File: src/design/dspac_pkg.sv
// dspac_pkg: constants and types of the serial channel with phase aligner
package dspac_pkg;

  // ************************************************************
  // word and factor limits
  // ************************************************************
  localparam int         WORD_W        = 10;
  localparam logic [3:0] FACTOR_MIN    = 4'h4;
  localparam logic [3:0] FACTOR_MAX    = 4'hA;
  localparam logic [9:0] WORD_ONES     = 10'h3FF;
  localparam int         TX_CLK_MAX_MHZ = 717;

  // ************************************************************
  // phase aligner
  // ************************************************************
  localparam int         PHASES        = 8;
  localparam logic [2:0] PHASE_MID     = 3'h4;
  localparam logic [2:0] PHASE_HALF    = 3'h4;
  localparam logic [2:0] PHASE_LAST    = 3'h7;
  localparam logic [3:0] LOCK_RUN      = 4'h8;

  // ************************************************************
  // resync fifo and realigner
  // ************************************************************
  localparam int         FIFO_DEPTH    = 6;
  localparam logic [2:0] FIFO_LAST     = 3'h5;
  localparam logic [2:0] FIFO_PRIME    = 3'h3;
  localparam logic [3:0] ROLL_MIN      = 4'h1;
  localparam logic [3:0] ROLL_MAX      = 4'hB;
  localparam int         DELAY_W       = 11;

  // ************************************************************
  // forwarded clock divide choices, lock loss modes and aligner states
  // ************************************************************
  typedef enum logic [2:0] {
    DSPAC_DIV1  = 3'b000,
    DSPAC_DIV2  = 3'b001,
    DSPAC_DIV4  = 3'b010,
    DSPAC_DIV8  = 3'b011,
    DSPAC_DIV10 = 3'b100
  } dspac_div_t;

  typedef enum logic {
    DSPAC_LOSS_ANY_MOVE = 1'b0,
    DSPAC_LOSS_TWO_SAME = 1'b1
  } dspac_loss_t;

  typedef enum logic [1:0] {
    DSPAC_AL_TRAIN  = 2'b00,
    DSPAC_AL_LOCKED = 2'b01
  } dspac_al_state_t;

endpackage

File: src/design/dspac_channel.sv
// dspac_channel: serializer, phase aligner, realigner and deserializer
//
// How it works
// - parallel word loaded then shifted out serially
// - most significant bit leaves first
// - serial clock with automatic load enable pulse
// - factor four to ten bits per word
// - channel can forward clock, full or divided
// - forwarded clock edge or center aligned
// - bypass drives two output registers, DDR/SDR
// - eight sample phases, closest to data chosen
// - aligner bypass static or by run-time enable
// - six deep one bit resync buffer
// - deserializer four to ten bits, automatic load
// - input bypass disables aligner and realigner
// - each slip pulse delays stream one bit
// - realigned data valid two words after slip
// - slip rolls over at point one to eleven
// - rollover flag pulses one receive word
// - aligner tracks phase unless freeze asserted
// - lock asserts settled, drops per loss mode
// - aligner reset clears lock, retraining needed
// - buffer cleared on first lock, later manually
`timescale 1ns/10ps
`default_nettype none
module dspac_channel (
  input  wire logic       sys_clk,
  input  wire logic       rst_b,
  input  wire logic       link_clk,
  input  wire logic [9:0] tx_word,
  input  wire logic [3:0] tx_factor,
  input  wire logic       tx_bypass,
  input  wire logic       tx_ddr_mode,
  input  wire logic       tx_clk_out_mode,
  input  wire logic [2:0] tx_clk_div,
  input  wire logic       tx_clk_phase_180,
  output var  logic       tx_word_load,
  output var  logic       tx_serial_out,
  input  wire logic       rx_serial_in,
  input  wire logic [3:0] rx_factor,
  input  wire logic       rx_bypass,
  input  wire logic       rx_ddr_mode,
  input  wire logic       aligner_static_bypass,
  input  wire logic       aligner_use_enable,
  input  wire logic       phase_select_freeze,
  input  wire logic       aligner_reset,
  input  wire logic       lock_loss_mode,
  input  wire logic       fifo_reset,
  input  wire logic       slip_request,
  input  wire logic [3:0] slip_rollover_point,
  output var  logic [9:0] rx_word,
  output var  logic       rx_word_load,
  output var  logic [1:0] rx_bypass_data,
  output var  logic [2:0] phase_select,
  output var  logic       phase_lock_indicator,
  output var  logic       slip_rollover_flag
);
  // ************************************************************
  // input synchronisers and link clock edges
  // ************************************************************
  logic link_meta_reg, link_sync_reg, link_prev_reg;
  logic rx_meta_reg, rx_sync_reg, rx_prev_reg;
  logic link_rise, link_fall;

  always_ff @(posedge sys_clk or negedge rst_b) begin
    if (!rst_b) begin
      link_meta_reg <= 1'b0;
      link_sync_reg <= 1'b0;
      link_prev_reg <= 1'b0;
      rx_meta_reg   <= 1'b0;
      rx_sync_reg   <= 1'b0;
      rx_prev_reg   <= 1'b0;
    end else begin
      link_meta_reg <= link_clk;
      link_sync_reg <= link_meta_reg;
      link_prev_reg <= link_sync_reg;
      rx_meta_reg   <= rx_serial_in;
      rx_sync_reg   <= rx_meta_reg;
      rx_prev_reg   <= rx_sync_reg;
    end
  end

  assign link_rise = link_sync_reg && !link_prev_reg;
  assign link_fall = !link_sync_reg && link_prev_reg;

  // ************************************************************
  // transmitter: load and shift
  // ************************************************************
  logic [3:0] tx_f, rx_f;
  logic [3:0] tx_cnt_reg;
  logic [9:0] tx_load_reg;
  logic       tx_bit_reg;
  logic       tx_msb_w;

  assign tx_f = (tx_factor < dspac_pkg::FACTOR_MIN) ? dspac_pkg::FACTOR_MIN :
                (tx_factor > dspac_pkg::FACTOR_MAX) ? dspac_pkg::FACTOR_MAX :
                tx_factor;
  assign rx_f = (rx_factor < dspac_pkg::FACTOR_MIN) ? dspac_pkg::FACTOR_MIN :
                (rx_factor > dspac_pkg::FACTOR_MAX) ? dspac_pkg::FACTOR_MAX :
                rx_factor;
  assign tx_msb_w     = tx_word[tx_f - 4'h1];
  assign tx_word_load = link_rise && (tx_cnt_reg == 4'h0);

  always_ff @(posedge sys_clk or negedge rst_b) begin
    if (!rst_b) begin
      tx_cnt_reg  <= 4'h0;
      tx_load_reg <= 10'h000;
      tx_bit_reg  <= 1'b0;
    end else if (link_rise) begin
      if (tx_cnt_reg == 4'h0) begin
        tx_load_reg <= tx_word;
        tx_bit_reg  <= tx_msb_w;
      end else begin
        tx_bit_reg  <= tx_load_reg[tx_f - 4'h1 - tx_cnt_reg];
      end
      tx_cnt_reg <= (tx_cnt_reg >= tx_f - 4'h1) ? 4'h0
                                                : tx_cnt_reg + 4'h1;
    end
  end

  // ************************************************************
  // forwarded clock and output bypass registers
  // ************************************************************
  logic [3:0] div_n;
  logic       div_ok;
  logic [3:0] div_cnt_reg;
  logic       fwd_reg;
  logic       ddr_hi_reg, ddr_lo_reg;
  logic       tx_out_next;

  always_comb begin
    case (dspac_pkg::dspac_div_t'(tx_clk_div))
      dspac_pkg::DSPAC_DIV2:  div_n = 4'h2;
      dspac_pkg::DSPAC_DIV4:  div_n = 4'h4;
      dspac_pkg::DSPAC_DIV8:  div_n = 4'h8;
      dspac_pkg::DSPAC_DIV10: div_n = 4'hA;
      default:                div_n = 4'h1;
    endcase
  end

  // a divide that does not fit the word falls back to the bit rate
  assign div_ok = (div_n != 4'h1) && ((tx_f % div_n) == 4'h0);

  always_ff @(posedge sys_clk or negedge rst_b) begin
    if (!rst_b) begin
      div_cnt_reg <= 4'h0;
      fwd_reg     <= 1'b0;
    end else if (tx_word_load) begin
      div_cnt_reg <= 4'h1;
      fwd_reg     <= 1'b1;
    end else if (link_rise) begin
      if (div_cnt_reg >= (div_n >> 1)) begin
        div_cnt_reg <= 4'h1;
        fwd_reg     <= !fwd_reg;
      end else begin
        div_cnt_reg <= div_cnt_reg + 4'h1;
      end
    end
  end

  always_ff @(posedge sys_clk or negedge rst_b) begin
    if (!rst_b) begin
      ddr_hi_reg <= 1'b0;
      ddr_lo_reg <= 1'b0;
    end else if (link_rise) begin
      ddr_hi_reg <= tx_word[0];
      ddr_lo_reg <= tx_word[1];
    end
  end

  always_comb begin
    if (tx_bypass) begin
      tx_out_next = (tx_ddr_mode && !link_sync_reg) ? ddr_lo_reg
                                                    : ddr_hi_reg;
    end else if (tx_clk_out_mode) begin
      tx_out_next = (div_ok ? fwd_reg : link_sync_reg)
                    ^ tx_clk_phase_180;
    end else begin
      tx_out_next = tx_bit_reg;
    end
  end

  always_ff @(posedge sys_clk or negedge rst_b) begin
    if (!rst_b) begin
      tx_serial_out <= 1'b0;
    end else begin
      tx_serial_out <= tx_out_next;
    end
  end

  // ************************************************************
  // dynamic phase aligner
  // ************************************************************
  dspac_pkg::dspac_al_state_t al_state_reg;
  logic [2:0] pos_reg;
  logic [2:0] target, diff;
  logic [3:0] run_reg;
  logic       al_en, edge_seen, move, move_up;
  logic       last_up_reg, last_valid_reg, ever_locked_reg;
  logic       first_lock;

  assign al_en     = !aligner_static_bypass && aligner_use_enable
                     && !rx_bypass;
  assign edge_seen = rx_sync_reg != rx_prev_reg;
  assign target    = pos_reg + dspac_pkg::PHASE_HALF;
  assign diff      = target - phase_select;
  assign move      = al_en && edge_seen && !phase_select_freeze
                     && (diff != 3'h0);
  assign move_up   = diff <= dspac_pkg::PHASE_HALF;
  assign first_lock = (al_state_reg == dspac_pkg::DSPAC_AL_TRAIN) && al_en
                      && edge_seen && (diff == 3'h0) && !ever_locked_reg
                      && (run_reg == dspac_pkg::LOCK_RUN - 4'h1);

  always_ff @(posedge sys_clk or negedge rst_b) begin
    if (!rst_b) begin
      pos_reg <= 3'h0;
    end else if (link_rise) begin
      pos_reg <= 3'h0;
    end else if (pos_reg != dspac_pkg::PHASE_LAST) begin
      pos_reg <= pos_reg + 3'h1;
    end
  end

  always_ff @(posedge sys_clk or negedge rst_b) begin
    if (!rst_b) begin
      al_state_reg    <= dspac_pkg::DSPAC_AL_TRAIN;
      phase_select    <= dspac_pkg::PHASE_MID;
      run_reg         <= 4'h0;
      last_up_reg     <= 1'b0;
      last_valid_reg  <= 1'b0;
      ever_locked_reg <= 1'b0;
    end else if (aligner_reset || !al_en) begin
      al_state_reg    <= dspac_pkg::DSPAC_AL_TRAIN;
      phase_select    <= dspac_pkg::PHASE_MID;
      run_reg         <= 4'h0;
      last_valid_reg  <= 1'b0;
      ever_locked_reg <= ever_locked_reg && !aligner_reset;
    end else begin
      if (move) begin
        phase_select   <= move_up ? phase_select + 3'h1
                                  : phase_select - 3'h1;
        last_up_reg    <= move_up;
        last_valid_reg <= 1'b1;
      end
      case (al_state_reg)
        dspac_pkg::DSPAC_AL_TRAIN: begin
          if (move) begin
            run_reg <= 4'h0;
          end else if (edge_seen && diff == 3'h0) begin
            if (run_reg == dspac_pkg::LOCK_RUN - 4'h1) begin
              al_state_reg    <= dspac_pkg::DSPAC_AL_LOCKED;
              ever_locked_reg <= 1'b1;
              last_valid_reg  <= 1'b0;
              run_reg         <= 4'h0;
            end else begin
              run_reg <= run_reg + 4'h1;
            end
          end
        end
        dspac_pkg::DSPAC_AL_LOCKED: begin
          if (move && (lock_loss_mode == dspac_pkg::DSPAC_LOSS_ANY_MOVE
              || (last_valid_reg && last_up_reg == move_up))) begin
            al_state_reg <= dspac_pkg::DSPAC_AL_TRAIN;
          end
        end
        default: al_state_reg <= dspac_pkg::DSPAC_AL_TRAIN;
      endcase
    end
  end

  assign phase_lock_indicator = al_state_reg == dspac_pkg::DSPAC_AL_LOCKED;

  // ************************************************************
  // resync buffer
  // ************************************************************
  logic       sample, fifo_clr, fifo_rd, fifo_bit;
  logic       primed_reg, bit_valid_reg;
  logic [2:0] fifo_fill;

  assign sample   = !rx_bypass && (pos_reg == (al_en ? phase_select
                                               : dspac_pkg::PHASE_MID));
  assign fifo_clr = fifo_reset || first_lock || aligner_reset;
  assign fifo_rd  = link_rise && primed_reg;

  dspac_resync_fifo u_fifo (
    .clk    (sys_clk),
    .rst_b  (rst_b),
    .clr    (fifo_clr),
    .wr_en  (sample),
    .wr_bit (rx_sync_reg),
    .rd_en  (fifo_rd),
    .rd_bit (fifo_bit),
    .fill   (fifo_fill)
  );

  always_ff @(posedge sys_clk or negedge rst_b) begin
    if (!rst_b) begin
      primed_reg    <= 1'b0;
      bit_valid_reg <= 1'b0;
    end else begin
      primed_reg    <= fifo_clr ? 1'b0
                     : (primed_reg || fifo_fill >= dspac_pkg::FIFO_PRIME);
      bit_valid_reg <= fifo_rd && (fifo_fill != 3'h0) && !fifo_clr;
    end
  end

  // ************************************************************
  // word realigner
  // ************************************************************
  logic [dspac_pkg::DELAY_W-1:0] dl_reg;
  logic [3:0] slip_cnt_reg, roll;
  logic       slip_prev_reg, slip_rise, aligned_bit;

  assign roll = (slip_rollover_point < dspac_pkg::ROLL_MIN) ? dspac_pkg::ROLL_MIN
              : (slip_rollover_point > dspac_pkg::ROLL_MAX) ? dspac_pkg::ROLL_MAX
              : slip_rollover_point;
  assign slip_rise   = slip_request && !slip_prev_reg && !rx_bypass;
  assign aligned_bit = (slip_cnt_reg == 4'h0) ? fifo_bit
                       : dl_reg[slip_cnt_reg - 4'h1];

  always_ff @(posedge sys_clk or negedge rst_b) begin
    if (!rst_b) begin
      dl_reg        <= '0;
      slip_cnt_reg  <= 4'h0;
      slip_prev_reg <= 1'b0;
    end else begin
      slip_prev_reg <= slip_request;
      if (bit_valid_reg) begin
        dl_reg <= {dl_reg[dspac_pkg::DELAY_W-2:0], fifo_bit};
      end
      if (slip_rise) begin
        slip_cnt_reg <= (slip_cnt_reg >= roll) ? 4'h0
                        : slip_cnt_reg + 4'h1;
      end
    end
  end

  // ************************************************************
  // deserializer and input bypass registers
  // ************************************************************
  logic [3:0] des_cnt_reg;
  logic [9:0] des_shift_reg, des_full, des_mask;

  assign des_full = {des_shift_reg[8:0], aligned_bit};
  assign des_mask = dspac_pkg::WORD_ONES >> (4'hA - rx_f);

  always_ff @(posedge sys_clk or negedge rst_b) begin
    if (!rst_b) begin
      des_cnt_reg   <= 4'h0;
      des_shift_reg <= 10'h000;
      rx_word       <= 10'h000;
      rx_word_load  <= 1'b0;
    end else begin
      rx_word_load <= 1'b0;
      if (bit_valid_reg) begin
        des_shift_reg <= des_full;
        if (des_cnt_reg >= rx_f - 4'h1) begin
          des_cnt_reg  <= 4'h0;
          rx_word      <= des_full & des_mask;
          rx_word_load <= 1'b1;
        end else begin
          des_cnt_reg <= des_cnt_reg + 4'h1;
        end
      end
    end
  end

  always_ff @(posedge sys_clk or negedge rst_b) begin
    if (!rst_b) begin
      rx_bypass_data <= 2'h0;
    end else if (rx_bypass) begin
      if (link_rise) begin
        rx_bypass_data[0] <= rx_sync_reg;
        if (!rx_ddr_mode) begin
          rx_bypass_data[1] <= rx_bypass_data[0];
        end
      end
      if (link_fall && rx_ddr_mode) begin
        rx_bypass_data[1] <= rx_sync_reg;
      end
    end
  end

  // ************************************************************
  // rollover flag: set wins over the clear at the word strobe
  // ************************************************************
  always_ff @(posedge sys_clk or negedge rst_b) begin
    if (!rst_b) begin
      slip_rollover_flag <= 1'b0;
    end else if (slip_rise && slip_cnt_reg + 4'h1 == roll) begin
      slip_rollover_flag <= 1'b1;
    end else if (rx_word_load) begin
      slip_rollover_flag <= 1'b0;
    end
  end

  // ************************************************************
  // assertions
  // ************************************************************
  logic [3:0] tick_cnt_reg;
  logic       tick_seen_reg;

  always_ff @(posedge sys_clk or negedge rst_b) begin
    if (!rst_b) begin
      tick_cnt_reg  <= 4'h0;
      tick_seen_reg <= 1'b0;
    end else if (tx_word_load) begin
      tick_cnt_reg  <= 4'h1;
      tick_seen_reg <= 1'b1;
    end else if (link_rise) begin
      tick_cnt_reg  <= tick_cnt_reg + 4'h1;
    end
  end
endmodule // dspac_channel
`default_nettype wire

File: src/design/dspac_resync_fifo.sv
// dspac_resync_fifo: one bit wide, six deep resynchronizing buffer
`timescale 1ns/10ps
`default_nettype none
module dspac_resync_fifo (
  input  wire logic       clk,
  input  wire logic       rst_b,
  input  wire logic       clr,
  input  wire logic       wr_en,
  input  wire logic       wr_bit,
  input  wire logic       rd_en,
  output var  logic       rd_bit,
  output var  logic [2:0] fill
);
  logic [dspac_pkg::FIFO_DEPTH-1:0] mem_reg;
  logic [2:0]                       wr_ptr_reg;
  logic [2:0]                       rd_ptr_reg;
  logic                             do_wr;
  logic                             do_rd;

  // only phase slack is absorbed: a full buffer drops, an empty one holds
  assign do_wr = wr_en && (fill != 3'(dspac_pkg::FIFO_DEPTH));
  assign do_rd = rd_en && (fill != 3'h0);

  always_ff @(posedge clk or negedge rst_b) begin
    if (!rst_b) begin
      mem_reg    <= '0;
      wr_ptr_reg <= 3'h0;
      rd_ptr_reg <= 3'h0;
      fill       <= 3'h0;
      rd_bit     <= 1'b0;
    end else if (clr) begin
      wr_ptr_reg <= 3'h0;
      rd_ptr_reg <= 3'h0;
      fill       <= 3'h0;
    end else begin
      if (do_wr) begin
        mem_reg[wr_ptr_reg] <= wr_bit;
        wr_ptr_reg <= (wr_ptr_reg == dspac_pkg::FIFO_LAST) ? 3'h0
                                                           : wr_ptr_reg + 3'h1;
      end
      if (do_rd) begin
        rd_bit     <= mem_reg[rd_ptr_reg];
        rd_ptr_reg <= (rd_ptr_reg == dspac_pkg::FIFO_LAST) ? 3'h0
                                                           : rd_ptr_reg + 3'h1;
      end
      fill <= fill + 3'(do_wr) - 3'(do_rd);
    end
  end
endmodule // dspac_resync_fifo
`default_nettype wire

File: config.mk
export PLATFORM = sky130hd
export DESIGN_NAME = dspac_channel
export DESIGN_NICKNAME = d
export VERILOG_FILES = /design/src/design/dspac_pkg.sv /design/src/design/dspac_channel.sv /design/src/design/dspac_resync_fifo.sv
export SDC_FILE = /design/constraint.sdc
export NUM_CORES = 1
export LEC_CHECK = 0
export BUFFER_PORTS_ARGS = -buffer_cell sky130_fd_sc_hd__buf_2
export CORE_MARGIN = 1.5
export CORE_UTILIZATION = 55
export CTS_CLUSTER_DIAMETER = 150
export DETAILED_ROUTE_END_ITERATION = 10
export GPL_TIMING_DRIVEN = 0
export PLACE_DENSITY = 0.75
export SLEW_MARGIN = 20
export SYNTH_ARGS = -nofsm -noshare
export SYNTH_HDL_FRONTEND = slang
export SYNTH_HIERARCHICAL = 1
export SYNTH_SLANG_ARGS = --single-unit
File: constraint.sdc
create_clock -name sys_clk -period 8.5 [get_ports sys_clk]
set_input_delay 0.425 -clock sys_clk [delete_from_list [all_inputs] [get_ports sys_clk]]
set_output_delay 0.425 -clock sys_clk [all_outputs]
set_load 0.01 [all_outputs]
==> results.txt <==
----------------------------------------------------
[Status]
  Status ... complete, but fails checks
  Violated checks ... hold timing

[GRT]
  Total global routing overflow ... 0
  Initial antenna violation count ... 0
  First-pass GRT wire length ... 21.02 mm
  Maximum number of pins on one net before global-route repair ... 60
  Vias in the first global route ... 4696
  Aggregate global-route resource usage ... 0.2232

[Setup path]
  Setup CP Type ... in2reg
  Most repeated library cell on the critical path ... ha_1
  Required time of the critical path ... 8770 ps
  Reg-to-reg slack, setup ... 4630 ps
  Crit path arrival time ... 6870 ps
  Crit-path max cell delay ... 620 ps
  Maximum fanout count along the critical path ... 7
  Cell Chain, Critical Path ... buf_2 > nor2_1 > xnor2_1 > ha_1 > or4b_2 > o211ai_1 > o21ai_0 > inv_1 > ha_1 > or4b_2 > a211oi_1 > a21oi_1 > ha_1 > o211ai_1 > a211o_4 > mux2_2 > a31oi_1 > ha_1 > a21oi_1 > o21ai_0 > or4_1 > or3_1 > a31oi_1 > nand3b_1
  Crit path max-delay family ... simple AND/OR/NAND/NOR gates
  Startpoint of the most critical setup path ... tx_clk_div[0]
  Worst Reg2Reg Path Length in Cells ... 12
  Crit path launch type ... primary input
  Count of cell instances traversed by the critical path ... 24
  End of the worst register-to-register path ... u_fifo/rd_bit
  Crit. End Element ... flop
  CP bufs+invs ... 2
  Launch instance of the worst register-to-register path ... phase_select[1]
  Slowest cell on crit path ... or4b_2

[Yosys]
  Share of the synthesized area in the top cell type ... 0.4107
  Post-synthesis sequential element count ... 104
  Ranking of synthesized cells by area ... dfrtp_1 41%, ha_1 9.2%, mux2_2 6.5%
  Number of enable-type register cells in the synthesized netlist ... 0
  Share of flip-flops with an asynchronous set or reset after synthesis ... 1.000
  Cell type contributing the most total cell area after synthesis ... dfrtp_1
  Sequential element share of the synthesized area ... 0.4149
  Post-Syn Instances ... 644
  Syn nets ... 736
  Total standard cell area after synthesis ... 6276 µm²
  Number of distinct library cell variants in the gate-level netlist after synthesis ... 58
  Yosys Warn Count ... 6
  Mean instance size in the synthesized netlist ... 9.745 µm²
  Most used flip-flop cell after synthesis ... dfrtp_1

[Timing]
  Period utilisation layout ... 0.7761
  Hold violation count in the final report ... 1
  Count of pins over their slew limit ... 0
  Post-route worst hold slack ... -4.549 ps
  Setup repair after global routing missed its margin ... no
  Final Critical Period ... 6597 ps
  Worst Max-Slew Pin Slew ... 746.7 ps
  Max_slew headroom ... 0.4969
  Total Neg Setup Slack ... 0 ps
  Number of endpoints failing setup at the final stage ... 0
  Fmax achieved ... 151.6 MHz
  Worst setup skew after layout ... 7.920 ps

[Placement]
  Post-detail-place hpwl ... 9.369 mm
  PortBufs ... 59
  Last weighted congestion value of the routability-driven placer ... 0.8575

[Detailed routing]
  Final routed wirelength across all metal layers ... 12.39 mm
  Routed wire per std cell ... 14.41 µm
  Number of antenna-violating nets in the routed design ... 0
  Total number of vias ... 4871
  First-pass iteration count of the detailed router ... 4
  Vias per cell ... 5.664
  Number of DRC violations after detailed routing ... 0
  Iteration-0 DRC count of the detailed router ... 271

[CTS]
  Root Buffer ... clkbuf_16
  TritonCTS clock tree ... done
  Maximum number of buffers from clock root to sink ... 2
  Hold buffer count at CTS ... 0
  Worst skew pair latency ... 350 ps
  Sinks on Clock Net ... 104
  Post-cts resize count ... 0
  Clock-pin slew reported for the worst setup and hold paths after clock tree synthesis ... 70 ps
  Post-CTS Setup Inserts ... 0
  Inserted Clock Buffers ... 9
  Number of levels in the clock H-tree ... 3

[Power]
  Proportion of power drawn by flip-flops and latches ... 0.392
  Share of power burned in combinational logic ... 0.332
  Static Leak ... 3.394 nW
  Switching power of the nets ... 0.5287 mW
  Part of the power in the clock network ... 0.276
  Peak supply drop ... 0.1527 mV
  Power consumption ... 1.575 mW
  Sw frac ... 0.3357
  Total internal power ... 1.046 mW
  Pwr Density ... 221.9 nW/µm²

[Cells and area]
  Number of flip-flops under the largest register name ... 11
  Final net count ... 807
  Area growth syn-to-layout ... 13.06%
  Fraction of layout cells with a size suffix above 1 ... 0.1847
  Diodes inserted ... 0

[Worst hold path]
  Min-delay worst type ... in2async

[Floorplan]
  Horizontal die dimension ... 109.8 µm
  I/O pin count ... 62
  Number of cell rows ... 38
  Die footprint ... 12060 µm²
  Placeable core region ... 10980 µm²
  Die Span Y ... 109.8 µm
  Initial standard-cell utilization of the core ... 0.5714

[Job]
  Number of max-cap violations ... 0

----------------------------------------------------
[kinds of logic (layout without fill, tap and decap cells)]
family                     count (synthesis)  after routing  synth area share
and+or+nand+nor                          216            216            0.1703
AOI/OAI and AO/OA                        133            133            0.1324
DFF                                      104            104            0.4149
buffers and inverters                     64            140           0.03828
muxes                                     52             52            0.1049
adders and majority gates                 50             50            0.1045
xor gates and xnor gates                  25             25           0.03489
[cell usage after synthesis (3+ instances only)]
cell	number
dfrtp_1	103
nand2_1	93
o21ai_0	48
ha_1	46
inv_1	45
mux2_2	36
nor2_1	32
a21oi_1	30
clkbuf_1	19
nand2b_1	14
nand3_1	14
xnor2_1	13
o31ai_1	12
xor2_1	12
a21o_1	9
nand4_1	9
mux2i_1	8
nor3_1	8
mux4_2	7
nor2b_1	6
nor3b_1	6
and3_1	5
or3_1	5
a311oi_1	4
fa_1	4
nand3b_1	4
o21a_1	4
a211oi_1	3
a21boi_0	3
a31oi_1	3
nor4_1	3
o211ai_1	3
or2_2	3
[cell usage in the layout, fill, tap and decap left out, types with 14 or more instances in the layout]
| cell type | n |
|---|---|
| a21oi_1 | 30 |
| buf_2 | 58 |
| clkbuf_1 | 19 |
| dfrtp_1 | 103 |
| ha_1 | 46 |
| inv_1 | 45 |
| mux2_2 | 36 |
| nand2_1 | 93 |
| nand2b_1 | 14 |
| nand3_1 | 14 |
| nor2_1 | 32 |
| o21ai_0 | 48 |
[cell type report]
type / count / area (µm²)
sequential: 104 / 2604
multi-input combinational: 476 / 3432
fill: 906 / 3887
tap: 140 / 175.2
timing repair buffer: 60 / 329.1
inverter: 45 / 168.9
buffer: 19 / 71.32
clock inverter: 5 / 62.56
clock buffer: 11 / 252.7
[worst max path at each step]
stage	to	slack (ps)
after floorplan	tx_serial_out	2520
after global placement	tx_serial_out	1730
after detailed placement	tx_serial_out	1550
after CTS	tx_serial_out	1910
after global routing	tx_serial_out	1420
final	tx_serial_out	1900
[layer usage]
layer	part of all wire	routed length, µm	track usage
met4	0.014	171	0.07328
met1	0.45	5579	0.2710
met2	0.50	6199	0.3957
met5	0	0	0
met3	0.036	444	0.04446
[power groups by stage]
stage          Combinational [mW]  Sequential [mW]  Clock (mW)
2_1_floorplan               0.408            0.611           0
3_3_place_gp                0.499            0.621           0
3_5_place_dp                0.524            0.625           0
4_1_cts                     0.528            0.617       0.444
5_1_grt                     0.601            0.628       0.465
6_report                    0.523            0.617       0.434
[metrics by stage]
step / hold WS, ps / util / area, µm² / std cells / setup slack, ps
6_report: -4.549 / 0.6460 / 7096 / 860 / 1903
5_1_grt: 20.32 / 0.6460 / 7096 / 860 / 1419
4_1_cts: 5.615 / 0.6460 / 7096 / 860 / 1911
3_5_place_dp: 338.7 / 0.6173 / 6780 / 844 / 1547
3_3_place_gp: 334.7 / 0.6143 / 6746 / 843 / 1734
2_1_floorplan: 129.4 / - / 6276 / 644 / 2523
Power figures use the tool's default switching activity.
